**src/rtl/tdg_pkg.sv**
```systemverilog
// shared constants, encodings and carrier types of the trend data serial gateway
package tdg_pkg;
   // ****************************************
   // clock and bit rates
   // ****************************************
   localparam int unsigned CLK_HZ = 200_000_000;
   localparam int unsigned PC_BAUD_STD = 19_200;
   localparam int unsigned PC_BAUD_FW = 38_400;
   localparam int unsigned PC_DIV_STD = (CLK_HZ + PC_BAUD_STD / 2) / PC_BAUD_STD;
   localparam int unsigned PC_DIV_FW = (CLK_HZ + PC_BAUD_FW / 2) / PC_BAUD_FW;
   localparam logic [15:0] MB_DIV_RST = 16'h28B1;
   localparam logic [15:0] DIV_MIN = 16'h0001;
   // ****************************************
   // register map (byte addresses)
   // ****************************************
   localparam logic [7:0] ADR_CTRL = 8'h00;
   localparam logic [7:0] ADR_MBCFG = 8'h04;
   localparam logic [7:0] ADR_DEMAND = 8'h08;
   localparam logic [7:0] ADR_STATUS = 8'h0C;
   localparam logic [7:0] ADR_LCSTAT = 8'h10;
   localparam logic [31:0] CTRL_RST = 32'h0000_0002;
   // ****************************************
   // field encodings
   // ****************************************
   localparam logic [1:0] OPM_PC = 2'h0;
   localparam logic [1:0] OPM_GW_ON = 2'h1;
   localparam logic [1:0] OPM_GW_OFF = 2'h2;
   localparam logic [1:0] GWT_EBUS = 2'h0;
   localparam logic [1:0] GWT_MODBUS = 2'h1;
   localparam logic [1:0] GWT_DATA = 2'h2;
   localparam logic [2:0] BOILER_MAX = 3'h7;
   // ****************************************
   // trending record
   // ****************************************
   localparam logic [7:0] FT_GAS_DIRECT = 8'h00;
   localparam logic [7:0] FT_GAS_PILOT1 = 8'h01;
   localparam logic [7:0] FT_GAS_PILOT2 = 8'h02;
   localparam logic [7:0] FT_LIGHT_OIL = 8'h13;
   localparam logic [7:0] FT_HEAVY_OIL = 8'h14;
   localparam logic [7:0] FT_LIGHT_OIL_GP = 8'h15;
   localparam logic [7:0] FT_HEAVY_OIL_GP = 8'h16;
   localparam logic [15:0] POS_OFS = 16'h0064;
   localparam logic [15:0] TRIM_OFS = 16'h01F4;
   localparam int unsigned REC_BYTES = 29;
   localparam logic [4:0] REC_LAST = 5'h1C;
   localparam logic [3:0] FRAME_BITS_NP = 4'hA;
   localparam logic [3:0] FRAME_BITS_P = 4'hB;

   typedef struct packed {
      logic [7:0] phase;
      logic [2:0] fuel_sel;
      logic [4:0][15:0] pos;
      logic [15:0] vsd_speed;
      logic [15:0] o2_act;
      logic [15:0] load_act;
      logic [15:0] temp_act;
      logic [15:0] temp_set;
      logic [15:0] trim_var;
      logic [7:0] trim_stat;
      logic [7:0] o2_set;
      logic [15:0] fgr_temp;
      logic [7:0] flame;
   } tdg_trend_t;

   typedef struct packed {
      logic req;
      logic safety;
      logic reset_cmd;
   } tdg_bawr_t;

   typedef struct packed {
      logic [15:0] actual;
      logic ctrl_on;
      logic [7:0] manip;
      logic [6:0] error;
   } tdg_lcstat_t;
endpackage : tdg_pkg

```
**src/rtl/tdg_gateway.sv**
```systemverilog
// serial port selection, modbus write guard and trending record framer
// How it works
// - pc port runs 19200 baud, 8 data bits, no parity, one stop bit
// - during firmware update the pc port bit rate becomes 38400 automatically
// - pc port and automation port are never active together
// - three operating modes; controller link bridged to at most one serial port
// - with gateway type modbus the automation port is a modbus rtu slave; the master starts every exchange
// - automation writes to safety data and lockout resets are refused
// - gateway type picks ebus, modbus or data output; data output streams records
// - data output uses the modbus character format and bit rate
// - record starts with phase byte then fuel train code byte
// - fields 3 to 7 are actuator positions in tenths plus 100
// - field 8 is drive speed in tenths of percent plus 100
// - fields 9 and 10 are oxygen and load actual values in tenths of percent
// - fields 11 and 12 are actual and set temperature or pressure words
// - field 13 is trim manipulated variable in tenths offset by 500
// - field 14 trim status byte, field 15 oxygen setpoint byte
// - field 16 recirculation temperature word, field 17 flame signal byte
// - up to 8 boilers; load source is bus setpoint or bus load
// - master gives release and demand; device returns value, state, output, errors
// - display defaults to normal view; info or both select keys return there
//
// Implementation choices: the Wishbone interface to the registers and the register addresses.
`timescale 1ns/1ps
module tdg_gateway
   import tdg_pkg::*;
#(
   parameter logic [15:0] PC_DIV_STD_P = 16'(PC_DIV_STD),
   parameter logic [15:0] PC_DIV_FW_P = 16'(PC_DIV_FW)
) (
   // clock, reset, enable
   input wire logic clk_i,
   input wire logic rst_i,
   input wire logic ce_i,
   // wishbone slave
   input wire logic wb_cyc_i,
   input wire logic wb_stb_i,
   input wire logic wb_we_i,
   input wire logic [7:0] wb_adr_i,
   input wire logic [3:0] wb_sel_i,
   input wire logic [31:0] wb_dat_i,
   output logic [31:0] wb_dat_o,
   output logic wb_ack_o,
   // pc service port
   input wire logic pc_rxd_i,
   output logic pc_txd_o,
   output logic pc_bit_tick_o,
   output logic pc_fw_rate_o,
   // building automation port
   input wire logic ba_rxd_i,
   output logic ba_txd_o,
   input wire tdg_bawr_t ba_wr_i,
   output logic ba_wr_grant_o,
   output logic ba_wr_reject_o,
   // controller link
   input wire logic link_txd_i,
   output logic link_rxd_o,
   input wire tdg_trend_t trend_i,
   input wire tdg_lcstat_t lcstat_i,
   output logic [2:0] boiler_addr_o,
   output logic lc_release_o,
   output logic load_controller_source_select_o,
   output logic [15:0] demand_o,
   // operating unit keys and view
   input wire logic key_info_i,
   input wire logic key_left_i,
   input wire logic key_right_i,
   input wire logic menu_enter_i,
   output logic view_normal_o,
   output logic record_busy_o
);
   // ****************************************
   // wishbone register file
   // ****************************************
   logic [31:0] ctrl_reg, mbcfg_reg, demand_reg, rd_data;
   logic [31:0] wmask;
   logic ack_reg;
   logic [7:0] reject_cnt_reg;
   wire logic req = wb_cyc_i & wb_stb_i & ~ack_reg;
   wire logic wr = req & wb_we_i;
   wire logic hit_ctrl = wb_adr_i == ADR_CTRL;
   wire logic hit_mbcfg = wb_adr_i == ADR_MBCFG;
   wire logic hit_demand = wb_adr_i == ADR_DEMAND;
   wire logic hit_status = wb_adr_i == ADR_STATUS;
   wire logic hit_lcstat = wb_adr_i == ADR_LCSTAT;

   genvar gb;
   generate
      for (gb = 0; gb < 4; gb++) begin : g_lane
         assign wmask[gb*8 +: 8] = {8{wb_sel_i[gb]}};
      end
   endgenerate

   wire logic [31:0] ctrl_next = (ctrl_reg & ~wmask) | (wb_dat_i & wmask);
   wire logic [31:0] mbcfg_next = (mbcfg_reg & ~wmask) | (wb_dat_i & wmask);
   wire logic [31:0] demand_next = (demand_reg & ~wmask) | (wb_dat_i & wmask);

   // ctrl: [1:0] op mode, [3:2] gateway type, [4] fw update, [5] lc source,
   // [6] release, [9:7] boiler address
   wire logic [1:0] opm = ctrl_reg[1:0];
   wire logic [1:0] gwt = ctrl_reg[3:2];
   wire logic fw_upd = ctrl_reg[4];
   // a zero divisor would stretch every bit to 65536 clocks, so it counts as one
   wire logic [15:0] mb_div = (mbcfg_reg[15:0] == 16'h0000) ? DIV_MIN : mbcfg_reg[15:0];
   wire logic mb_par_en = mbcfg_reg[16];
   wire logic mb_par_odd = mbcfg_reg[17];

   assign rd_data = hit_ctrl ? ctrl_reg :
                    hit_mbcfg ? mbcfg_reg :
                    hit_demand ? demand_reg :
                    hit_status ? {22'h0, record_busy_o, view_normal_o, reject_cnt_reg} :
                    hit_lcstat ? {lcstat_i.error, lcstat_i.manip, lcstat_i.ctrl_on,
                                  lcstat_i.actual} : 32'h0000_0000;

   always_ff @(posedge clk_i) begin
      if (rst_i) begin
         ack_reg <= 1'b0;
         wb_dat_o <= 32'h0000_0000;
         ctrl_reg <= CTRL_RST;
         mbcfg_reg <= {16'h0000, MB_DIV_RST};
         demand_reg <= 32'h0000_0000;
      end else if (ce_i) begin
         ack_reg <= req;
         wb_dat_o <= req ? rd_data : 32'h0000_0000;
         if (wr && hit_ctrl) begin
            ctrl_reg <= {22'h0, ctrl_next[9:0]};
         end
         if (wr && hit_mbcfg) begin
            mbcfg_reg <= {14'h0, mbcfg_next[17:0]};
         end
         if (wr && hit_demand) begin
            demand_reg <= {16'h0, demand_next[15:0]};
         end
      end
   end
   assign wb_ack_o = ack_reg;

   // ****************************************
   // operating mode and port routing
   // ****************************************
   typedef enum logic [2:0] {
      PM_PC = 3'b001,
      PM_GW_ON = 3'b010,
      PM_GW_OFF = 3'b100
   } tdg_pmode_t;
   tdg_pmode_t pmode;
   // reserved code 3 behaves as gateway off so that no port is ever left bridged twice
   assign pmode = (opm == OPM_PC) ? PM_PC : (opm == OPM_GW_ON) ? PM_GW_ON : PM_GW_OFF;
   wire logic ba_data_mode = (pmode == PM_GW_ON) && (gwt == GWT_DATA);
   wire logic ba_bridge = (pmode == PM_GW_ON) && (gwt != GWT_DATA);
   logic uart_line;

   always_ff @(posedge clk_i) begin
      if (rst_i) begin
         pc_txd_o <= 1'b1;
         ba_txd_o <= 1'b1;
         link_rxd_o <= 1'b1;
      end else if (ce_i) begin
         // only the selected port sees the link; the other idles high
         pc_txd_o <= (pmode == PM_PC) ? link_txd_i : 1'b1;
         // ebus and modbus answer what the link returns; data output sends the framer's records unasked
         ba_txd_o <= ba_bridge ? link_txd_i : ba_data_mode ? uart_line : 1'b1;
         unique case (pmode)
            PM_PC: link_rxd_o <= pc_rxd_i;
            PM_GW_ON: link_rxd_o <= ba_bridge ? ba_rxd_i : 1'b1;
            PM_GW_OFF: link_rxd_o <= 1'b1;
         endcase
      end
   end

   // ****************************************
   // pc port bit rate
   // ****************************************
   logic [15:0] pc_cnt_reg;
   wire logic [15:0] pc_div = fw_upd ? PC_DIV_FW_P : PC_DIV_STD_P;
   always_ff @(posedge clk_i) begin
      if (rst_i) begin
         pc_cnt_reg <= 16'h0000;
         pc_bit_tick_o <= 1'b0;
         pc_fw_rate_o <= 1'b0;
      end else if (ce_i) begin
         pc_fw_rate_o <= fw_upd;
         pc_bit_tick_o <= (pmode == PM_PC) && (pc_cnt_reg >= pc_div - 16'h0001);
         if ((pmode != PM_PC) || (pc_cnt_reg >= pc_div - 16'h0001)) begin
            pc_cnt_reg <= 16'h0000;
         end else begin
            pc_cnt_reg <= pc_cnt_reg + 16'h0001;
         end
      end
   end

   // ****************************************
   // automation write guard and load controller
   // ****************************************
   wire logic ba_wr_ok = ba_bridge && (gwt == GWT_MODBUS);
   wire logic ba_deny = ba_wr_i.safety | ba_wr_i.reset_cmd | ~ba_wr_ok;
   always_ff @(posedge clk_i) begin
      if (rst_i) begin
         ba_wr_grant_o <= 1'b0;
         ba_wr_reject_o <= 1'b0;
         reject_cnt_reg <= 8'h00;
         boiler_addr_o <= 3'h0;
         lc_release_o <= 1'b0;
         load_controller_source_select_o <= 1'b0;
         demand_o <= 16'h0000;
      end else if (ce_i) begin
         ba_wr_grant_o <= ba_wr_i.req & ~ba_deny;
         ba_wr_reject_o <= ba_wr_i.req & ba_deny;
         if (ba_wr_i.req && ba_deny && reject_cnt_reg != 8'hFF) begin
            reject_cnt_reg <= reject_cnt_reg + 8'h01;
         end
         boiler_addr_o <= ctrl_reg[9:7] & BOILER_MAX;
         load_controller_source_select_o <= ctrl_reg[5];
         lc_release_o <= ctrl_reg[6];
         demand_o <= demand_reg[15:0];
      end
   end

   // ****************************************
   // display view
   // ****************************************
   wire logic go_normal = key_info_i | (key_left_i & key_right_i);
   always_ff @(posedge clk_i) begin
      if (rst_i) begin
         view_normal_o <= 1'b1;
      end else if (ce_i) begin
         // returning to the normal view wins over a menu entry in the same cycle
         if (go_normal) begin
            view_normal_o <= 1'b1;
         end else if (menu_enter_i) begin
            view_normal_o <= 1'b0;
         end
      end
   end

   // ****************************************
   // trending record assembly
   // ****************************************
   function automatic logic [7:0] fuel_code(input logic [2:0] sel);
      logic [7:0] c;
      c = FT_GAS_DIRECT;
      case (sel)
         3'h1: c = FT_GAS_PILOT1;
         3'h2: c = FT_GAS_PILOT2;
         3'h3: c = FT_LIGHT_OIL;
         3'h4: c = FT_HEAVY_OIL;
         3'h5: c = FT_LIGHT_OIL_GP;
         3'h6: c = FT_HEAVY_OIL_GP;
         default: c = FT_GAS_DIRECT;
      endcase
      return c;
   endfunction : fuel_code

   logic [4:0][15:0] pos_ofs;
   genvar gp;
   generate
      for (gp = 0; gp < 5; gp++) begin : g_pos
         // fields 3..7 are sent in the order air, fuel, aux1, aux2, aux3
         assign pos_ofs[4-gp] = trend_i.pos[gp] + POS_OFS;
      end
   endgenerate

   logic [REC_BYTES*8-1:0] rec_image, rec_reg;
   // first byte in the top bits; words high byte first
   assign rec_image = {trend_i.phase, fuel_code(trend_i.fuel_sel),
                       pos_ofs,
                       trend_i.vsd_speed + POS_OFS,
                       trend_i.o2_act, trend_i.load_act,
                       trend_i.temp_act, trend_i.temp_set,
                       trend_i.trim_var + TRIM_OFS,
                       trend_i.trim_stat, trend_i.o2_set,
                       trend_i.fgr_temp, trend_i.flame};

   // ****************************************
   // record framer and character sender
   // ****************************************
   typedef enum logic [2:0] {
      FR_IDLE = 3'b001,
      FR_LOAD = 3'b010,
      FR_SEND = 3'b100
   } tdg_fr_t;
   tdg_fr_t fr_reg;
   logic [4:0] byte_idx_reg;
   logic [10:0] sh_reg;
   logic [3:0] bit_cnt_reg;
   logic [15:0] baud_cnt_reg;
   wire logic [7:0] cur_byte = rec_reg[REC_BYTES*8-1 -: 8];
   wire logic par_bit = (^cur_byte) ^ mb_par_odd;
   wire logic [3:0] frame_bits = mb_par_en ? FRAME_BITS_P : FRAME_BITS_NP;
   wire logic bit_end = baud_cnt_reg >= mb_div - 16'h0001;
   wire logic char_end = bit_end && (bit_cnt_reg == frame_bits - 4'h1);
   assign uart_line = (fr_reg == FR_SEND) ? sh_reg[0] : 1'b1;

   always_ff @(posedge clk_i) begin
      if (rst_i) begin
         fr_reg <= FR_IDLE;
         rec_reg <= '0;
         byte_idx_reg <= 5'h00;
         sh_reg <= 11'h7FF;
         bit_cnt_reg <= 4'h0;
         baud_cnt_reg <= 16'h0000;
         record_busy_o <= 1'b0;
      end else if (ce_i) begin
         record_busy_o <= (fr_reg != FR_IDLE) && ba_data_mode;
         if (!ba_data_mode) begin
            fr_reg <= FR_IDLE;
         end else begin
            unique case (fr_reg)
               FR_IDLE: fr_reg <= FR_LOAD;
               FR_LOAD: begin
                  // snapshot so the record stays coherent while it is sent
                  rec_reg <= rec_image;
                  byte_idx_reg <= 5'h00;
                  sh_reg <= {1'b1, 1'b1, rec_image[REC_BYTES*8-1 -: 8], 1'b0};
                  bit_cnt_reg <= 4'h0;
                  baud_cnt_reg <= 16'h0000;
                  fr_reg <= FR_SEND;
               end
               FR_SEND: begin
                  baud_cnt_reg <= bit_end ? 16'h0000 : baud_cnt_reg + 16'h0001;
                  if (char_end && byte_idx_reg == REC_LAST) begin
                     // next record follows after one idle clock spent in FR_LOAD
                     fr_reg <= FR_LOAD;
                  end else if (char_end) begin
                     // characters of one record leave back to back
                     rec_reg <= {rec_reg[REC_BYTES*8-9:0], 8'h00};
                     byte_idx_reg <= byte_idx_reg + 5'h01;
                     sh_reg <= {1'b1, 1'b1, rec_reg[REC_BYTES*8-9 -: 8], 1'b0};
                     bit_cnt_reg <= 4'h0;
                  end else if (bit_end) begin
                     // parity slips in just ahead of the stop bit
                     sh_reg <= (bit_cnt_reg == 4'h8 && mb_par_en) ?
                               {2'b11, 8'hFF, par_bit} : {1'b1, sh_reg[10:1]};
                     bit_cnt_reg <= bit_cnt_reg + 4'h1;
                  end
               end
            endcase
         end
      end
   end

   // ****************************************
   // checks
   // ****************************************
   chk_ports_exclusive: assert property (@(posedge clk_i) disable iff (rst_i)
      ce_i && pmode == PM_PC |=> ba_txd_o && !record_busy_o)
      else $error("both serial ports active");
   chk_link_pc_route: assert property (@(posedge clk_i) disable iff (rst_i)
      ce_i && pmode == PM_PC |=> link_rxd_o == $past(pc_rxd_i))
      else $error("link not bridged to pc port");
   chk_gw_off_idle: assert property (@(posedge clk_i) disable iff (rst_i)
      ce_i && pmode == PM_GW_OFF |=> ba_txd_o && pc_txd_o && link_rxd_o)
      else $error("port active while gateway off");
   chk_safety_refused: assert property (@(posedge clk_i) disable iff (rst_i)
      ce_i && ba_wr_i.req && (ba_wr_i.safety || ba_wr_i.reset_cmd)
      |=> ba_wr_reject_o && !ba_wr_grant_o)
      else $error("safety write accepted");
   chk_data_restart: assert property (@(posedge clk_i) disable iff (rst_i)
      ce_i && ba_data_mode && fr_reg == FR_IDLE |=> fr_reg == FR_LOAD)
      else $error("data output not streaming");
   chk_record_head: assert property (@(posedge clk_i) disable iff (rst_i)
      ce_i && fr_reg == FR_LOAD && ba_data_mode
      |=> rec_reg[REC_BYTES*8-9 -: 8] == fuel_code($past(trend_i.fuel_sel)))
      else $error("fuel code not second byte");
   chk_start_bit: assert property (@(posedge clk_i) disable iff (rst_i)
      ce_i && fr_reg == FR_LOAD && ba_data_mode ##1 ce_i && ba_data_mode |=> ba_txd_o == 1'b0)
      else $error("character does not start with a start bit");
   chk_view_return: assert property (@(posedge clk_i) disable iff (rst_i)
      ce_i && key_left_i && key_right_i |=> view_normal_o)
      else $error("normal view not restored");
   chk_pc_rate: assert property (@(posedge clk_i) disable iff (rst_i)
      ce_i && fw_upd |=> pc_fw_rate_o)
      else $error("firmware rate not selected");
   chk_wb_ack_drop: assert property (@(posedge clk_i) disable iff (rst_i)
      wb_ack_o && ce_i |=> !wb_ack_o)
      else $error("ack held two cycles");

   cov_pc_mode: cover property (@(posedge clk_i) disable iff (rst_i) pmode == PM_PC);
   cov_record_done: cover property (@(posedge clk_i) disable iff (rst_i)
      char_end && byte_idx_reg == REC_LAST);
   cov_reject: cover property (@(posedge clk_i) disable iff (rst_i) ba_wr_reject_o);
   cov_grant: cover property (@(posedge clk_i) disable iff (rst_i) ba_wr_grant_o);
endmodule : tdg_gateway

```
**config.mk**
```make
export PLATFORM = sky130hd
export DESIGN_NAME = tdg_gateway
export DESIGN_NICKNAME = d
export VERILOG_FILES = /design/src/rtl/tdg_pkg.sv /design/src/rtl/tdg_gateway.sv
export SDC_FILE = /design/constraint.sdc
export NUM_CORES = 1
export LEC_CHECK = 0
export BUFFER_PORTS_ARGS = -buffer_cell sky130_fd_sc_hd__buf_2
export CAP_MARGIN = 25
export CORE_ASPECT_RATIO = 2
export CORE_MARGIN = 10
export CORE_UTILIZATION = 45
export DETAILED_ROUTE_END_ITERATION = 6
export HOLD_SLACK_MARGIN = 0.08
export MAX_ROUTING_LAYER = met4
export PLACE_DENSITY = 0.67
export SLEW_MARGIN = 5
export SYNTH_ARGS = -nofsm -noshare
export SYNTH_HDL_FRONTEND = slang
export SYNTH_SLANG_ARGS = --single-unit
```
**constraint.sdc**
```tcl
create_clock -name clk_i -period 6.4 [get_ports clk_i]
set_input_delay 1.28 -clock clk_i [delete_from_list [all_inputs] [get_ports clk_i]]
set_output_delay 1.28 -clock clk_i [all_outputs]
set_load 0.02 [all_outputs]
```
==> flow_metrics.py <==
metrics = {
    "placement": {
        "placed_cell_area_mm2": 0.0223,
        "post-place-ws_ns": 0.820,
        "place_congestion": 0.904,
        "port_buffers": 366,
        "hpwlAfterDp_mm": 47.4,
    },
    "timing": {
        "setup_tns_ns": 0,
        "relSlewSlack_pct": 30.0,
        "max_freq_mhz": 179,
        "layout_setup_ws_ns": 0.798,
        "slew_violations": 0,
        "min_period_over_period_pct": 87.5,
        "timing.final.crit_period_ns": 5.60,
        "clock-skew-final_ns": 0.0238,
        "setup_viol": 0,
        "finalHoldViolCount": 0,
        "rsz0062_at_grt": "false",
        "tightest_slew_ns": 1.05,
        "timing.hold.ws_ns": 0.457,
    },
    "critical_path": {
        "crit_path_max_fanout": 57,
        "critPathCaptureType": "flop",
        "path_class": "reg -> reg",
        "arrival_ns": 5.97,
        "rr_worst_depth": 17,
        "cp-start-kind": "flop",
        "crit_required_ns": 6.77,
    },
    "die": {
        "ioPinCount": 382,
        "dieArea_mm2": 0.0544,
        "start_util_pct": 45.7,
        "die_y_um": 320,
        "rows": 109,
        "core_mm2": 0.0443,
        "die_w_um": 170,
    },
    "min_path": {
        "hp-class": "reg -> reg",
        "min_path_cells": 2,
    },
    "yosys": {
        "ys_async_sr_fraction_pct": 0,
        "avgSynthCellArea_um2": 8.06,
        "syn-cell-area_mm2": 0.0202,
        "synth_seq_cells": 400,
        "yosysSeqAreaShare_pct": 39.6,
        "ys_dominant_reg_cell": "dfxtp_1",
        "synth_cell_types": 67,
        "synth_nets": 2871,
        "synth-edff-count": 0,
        "syn_inst": 2511,
        "yosysWarnings": 0,
    },
    "job": {
        "max_cap_violations": 0,
    },
    "route": {
        "via_per_inst": 6.13,
        "drtIter0Drc": 1817,
        "firstDrtPassIters": 6,
        "drt.antenna.violating_nets": 0,
        "drt-total-wl_mm": 68.4,
        "post-route-drc-count": 0,
        "vias": 20300,
        "routedWlPerCell_um": 20.6,
    },
    "grt": {
        "grt.overflow.total": 0,
        "grt_use_total_pct": 24.5,
        "grt_pass1_wl_mm": 107,
        "antenna_found_initial": 3,
        "grt_pass1_vias": 20000,
        "grt_max_degree": 221,
    },
    "clocking": {
        "cts_buffers": 39,
        "ctsHoldBuffers": 0,
        "cts_tree": "done",
        "post_cts_resized": 0,
        "path_clk_slew_ns": 0.07,
        "clockBufferDepth": 3,
        "cts-root-buf": "clkbuf_16",
        "htree_levels": 2,
        "cts.sinks": 400,
        "clk-insertion-delay-late_ns": 0.55,
        "cts_setup_buffers": 0,
    },
    "cells_and_area": {
        "syn_to_final_growth_pct": 17.4,
        "drive_gt1_share_pct": 17.9,
        "design_area_mm2": 0.0237,
        "final_cell_mix": "431 x nand2_1, 400 x dfxtp_1, 365 x buf_2",
        "nNetsFinal": 3090,
        "final_common_cell": "nand2_1",
    },
    "pwr": {
        "p_leak_nw": 8.76,
        "ir_worst_vdd_mv": 0.231,
        "p_per_area_mw_per_mm2": 227,
    },
    "run_status": {
        "status": "finished clean",
    },
}
## final cells by class
class                           count  area (um^2)
Fill cell                        4245        20600
Multi-Input combinational cell   1866        11300
Sequential cell                   400         8010
Timing Repair Buffer              401         2200
Clock buffer                       55         1150
Tap cell                          555          694
Clock inverter                     15          265
Inverter                           22         82.6
Antenna cell                        3         7.51
## routing by layer
| metal | track usage (%) | wire length [um] | part of all wire (%) |
|---|---|---|---|
| met2 | 42.8 | 35300 | 52 |
| met1 | 26.7 | 26200 | 38 |
| met5 | - | 0 | 0 |
| met3 | 3.63 | 4040 | 5.9 |
| met4 | 11.2 | 2850 | 4.2 |
## through the flow
stage                     power (W)  instances  util [%]
after floorplan             0.00271       2511         -
after global placement      0.00289       3244      50.4
after detailed placement    0.00289       3244      50.4
after CTS                   0.00544       3314      53.6
after global routing        0.00556       3317      53.6
final                       0.00539       3317      53.6
## Yosys cell counts, types with 14 or more instances
cell | number | area, um^2
nand2_1 | 433 | 1630
a21oi_1 | 161 | 806
ha_1 | 41 | 513
a311oi_1 | 132 | 1160
a22oi_1 | 18 | 135
nor2b_1 | 14 | 87.6
xnor2_1 | 88 | 771
or4_1 | 15 | 113
nand3_1 | 69 | 345
clkbuf_1 | 188 | 706
xor2_1 | 35 | 307
and3_1 | 21 | 131
mux2i_1 | 60 | 601
o21ai_0 | 168 | 841
nor2_1 | 157 | 589
buf_1 | 14 | 52.6
or3_1 | 18 | 113
nand4_1 | 21 | 131
o2111ai_1 | 68 | 596
inv_1 | 22 | 82.6
a31oi_1 | 136 | 851
dfxtp_1 | 400 | 8010
a211oi_1 | 28 | 210
nor3_1 | 46 | 230
buf_2 | 19 | 95.1
## worst paths after layout
kind         slack (ns)                   endpoint                       from
max                0.80   rec_reg[25]$_SDFFE_PP0P_                       flop
min                0.46  rec_reg[223]$_SDFFE_PP0P_  rec_reg[215]$_SDFFE_PP0P_
max reg2reg        0.80   rec_reg[25]$_SDFFE_PP0P_                       flop
min reg2reg        0.46  rec_reg[223]$_SDFFE_PP0P_  rec_reg[215]$_SDFFE_PP0P_
## cells by family (layout without fill, tap and decap cells)
kind of cell | Yosys count | in the layout | synth area share [%]
fa+ha+maj | 41 | 41 | 2.53
other cells | 0 | 3 | 0
xor+xnor | 123 | 123 | 5.32
buf+inv | 245 | 493 | 4.72
mux | 61 | 61 | 3.02
simple gates | 860 | 860 | 19.2
flops | 400 | 400 | 39.6
compound gates | 781 | 781 | 25.6
## power by group
group / switching (W) / total, W / internal [W]
logic: 0.000206 / 0.000346 / 0.000141
clock network: 0.00102 / 0.00256 / 0.00154
registers: 0.00000161 / 0.00249 / 0.00249
total: 0.00122 / 0.00539 / 0.00417
## worst max-delay path: stages, from the launching register on
cell and delay (ns):
dfxtp_1 0.37, or4_1 0.62, nor4_1 0.38, nor3b_1 0.24
buf_4 0.17, a21oi_1 0.09, ha_1 0.23, nand2_1 0.23
nor4_1 0.10, xnor2_1 0.14, ha_1 0.30, nand4_1 0.11
or3_1 0.47, o41a_1 0.50, and3_4 0.30, nor3_4 0.63
buf_12 0.34, a311oi_1 0.15
No activity file was read; power rests on OpenSTA's default activity.
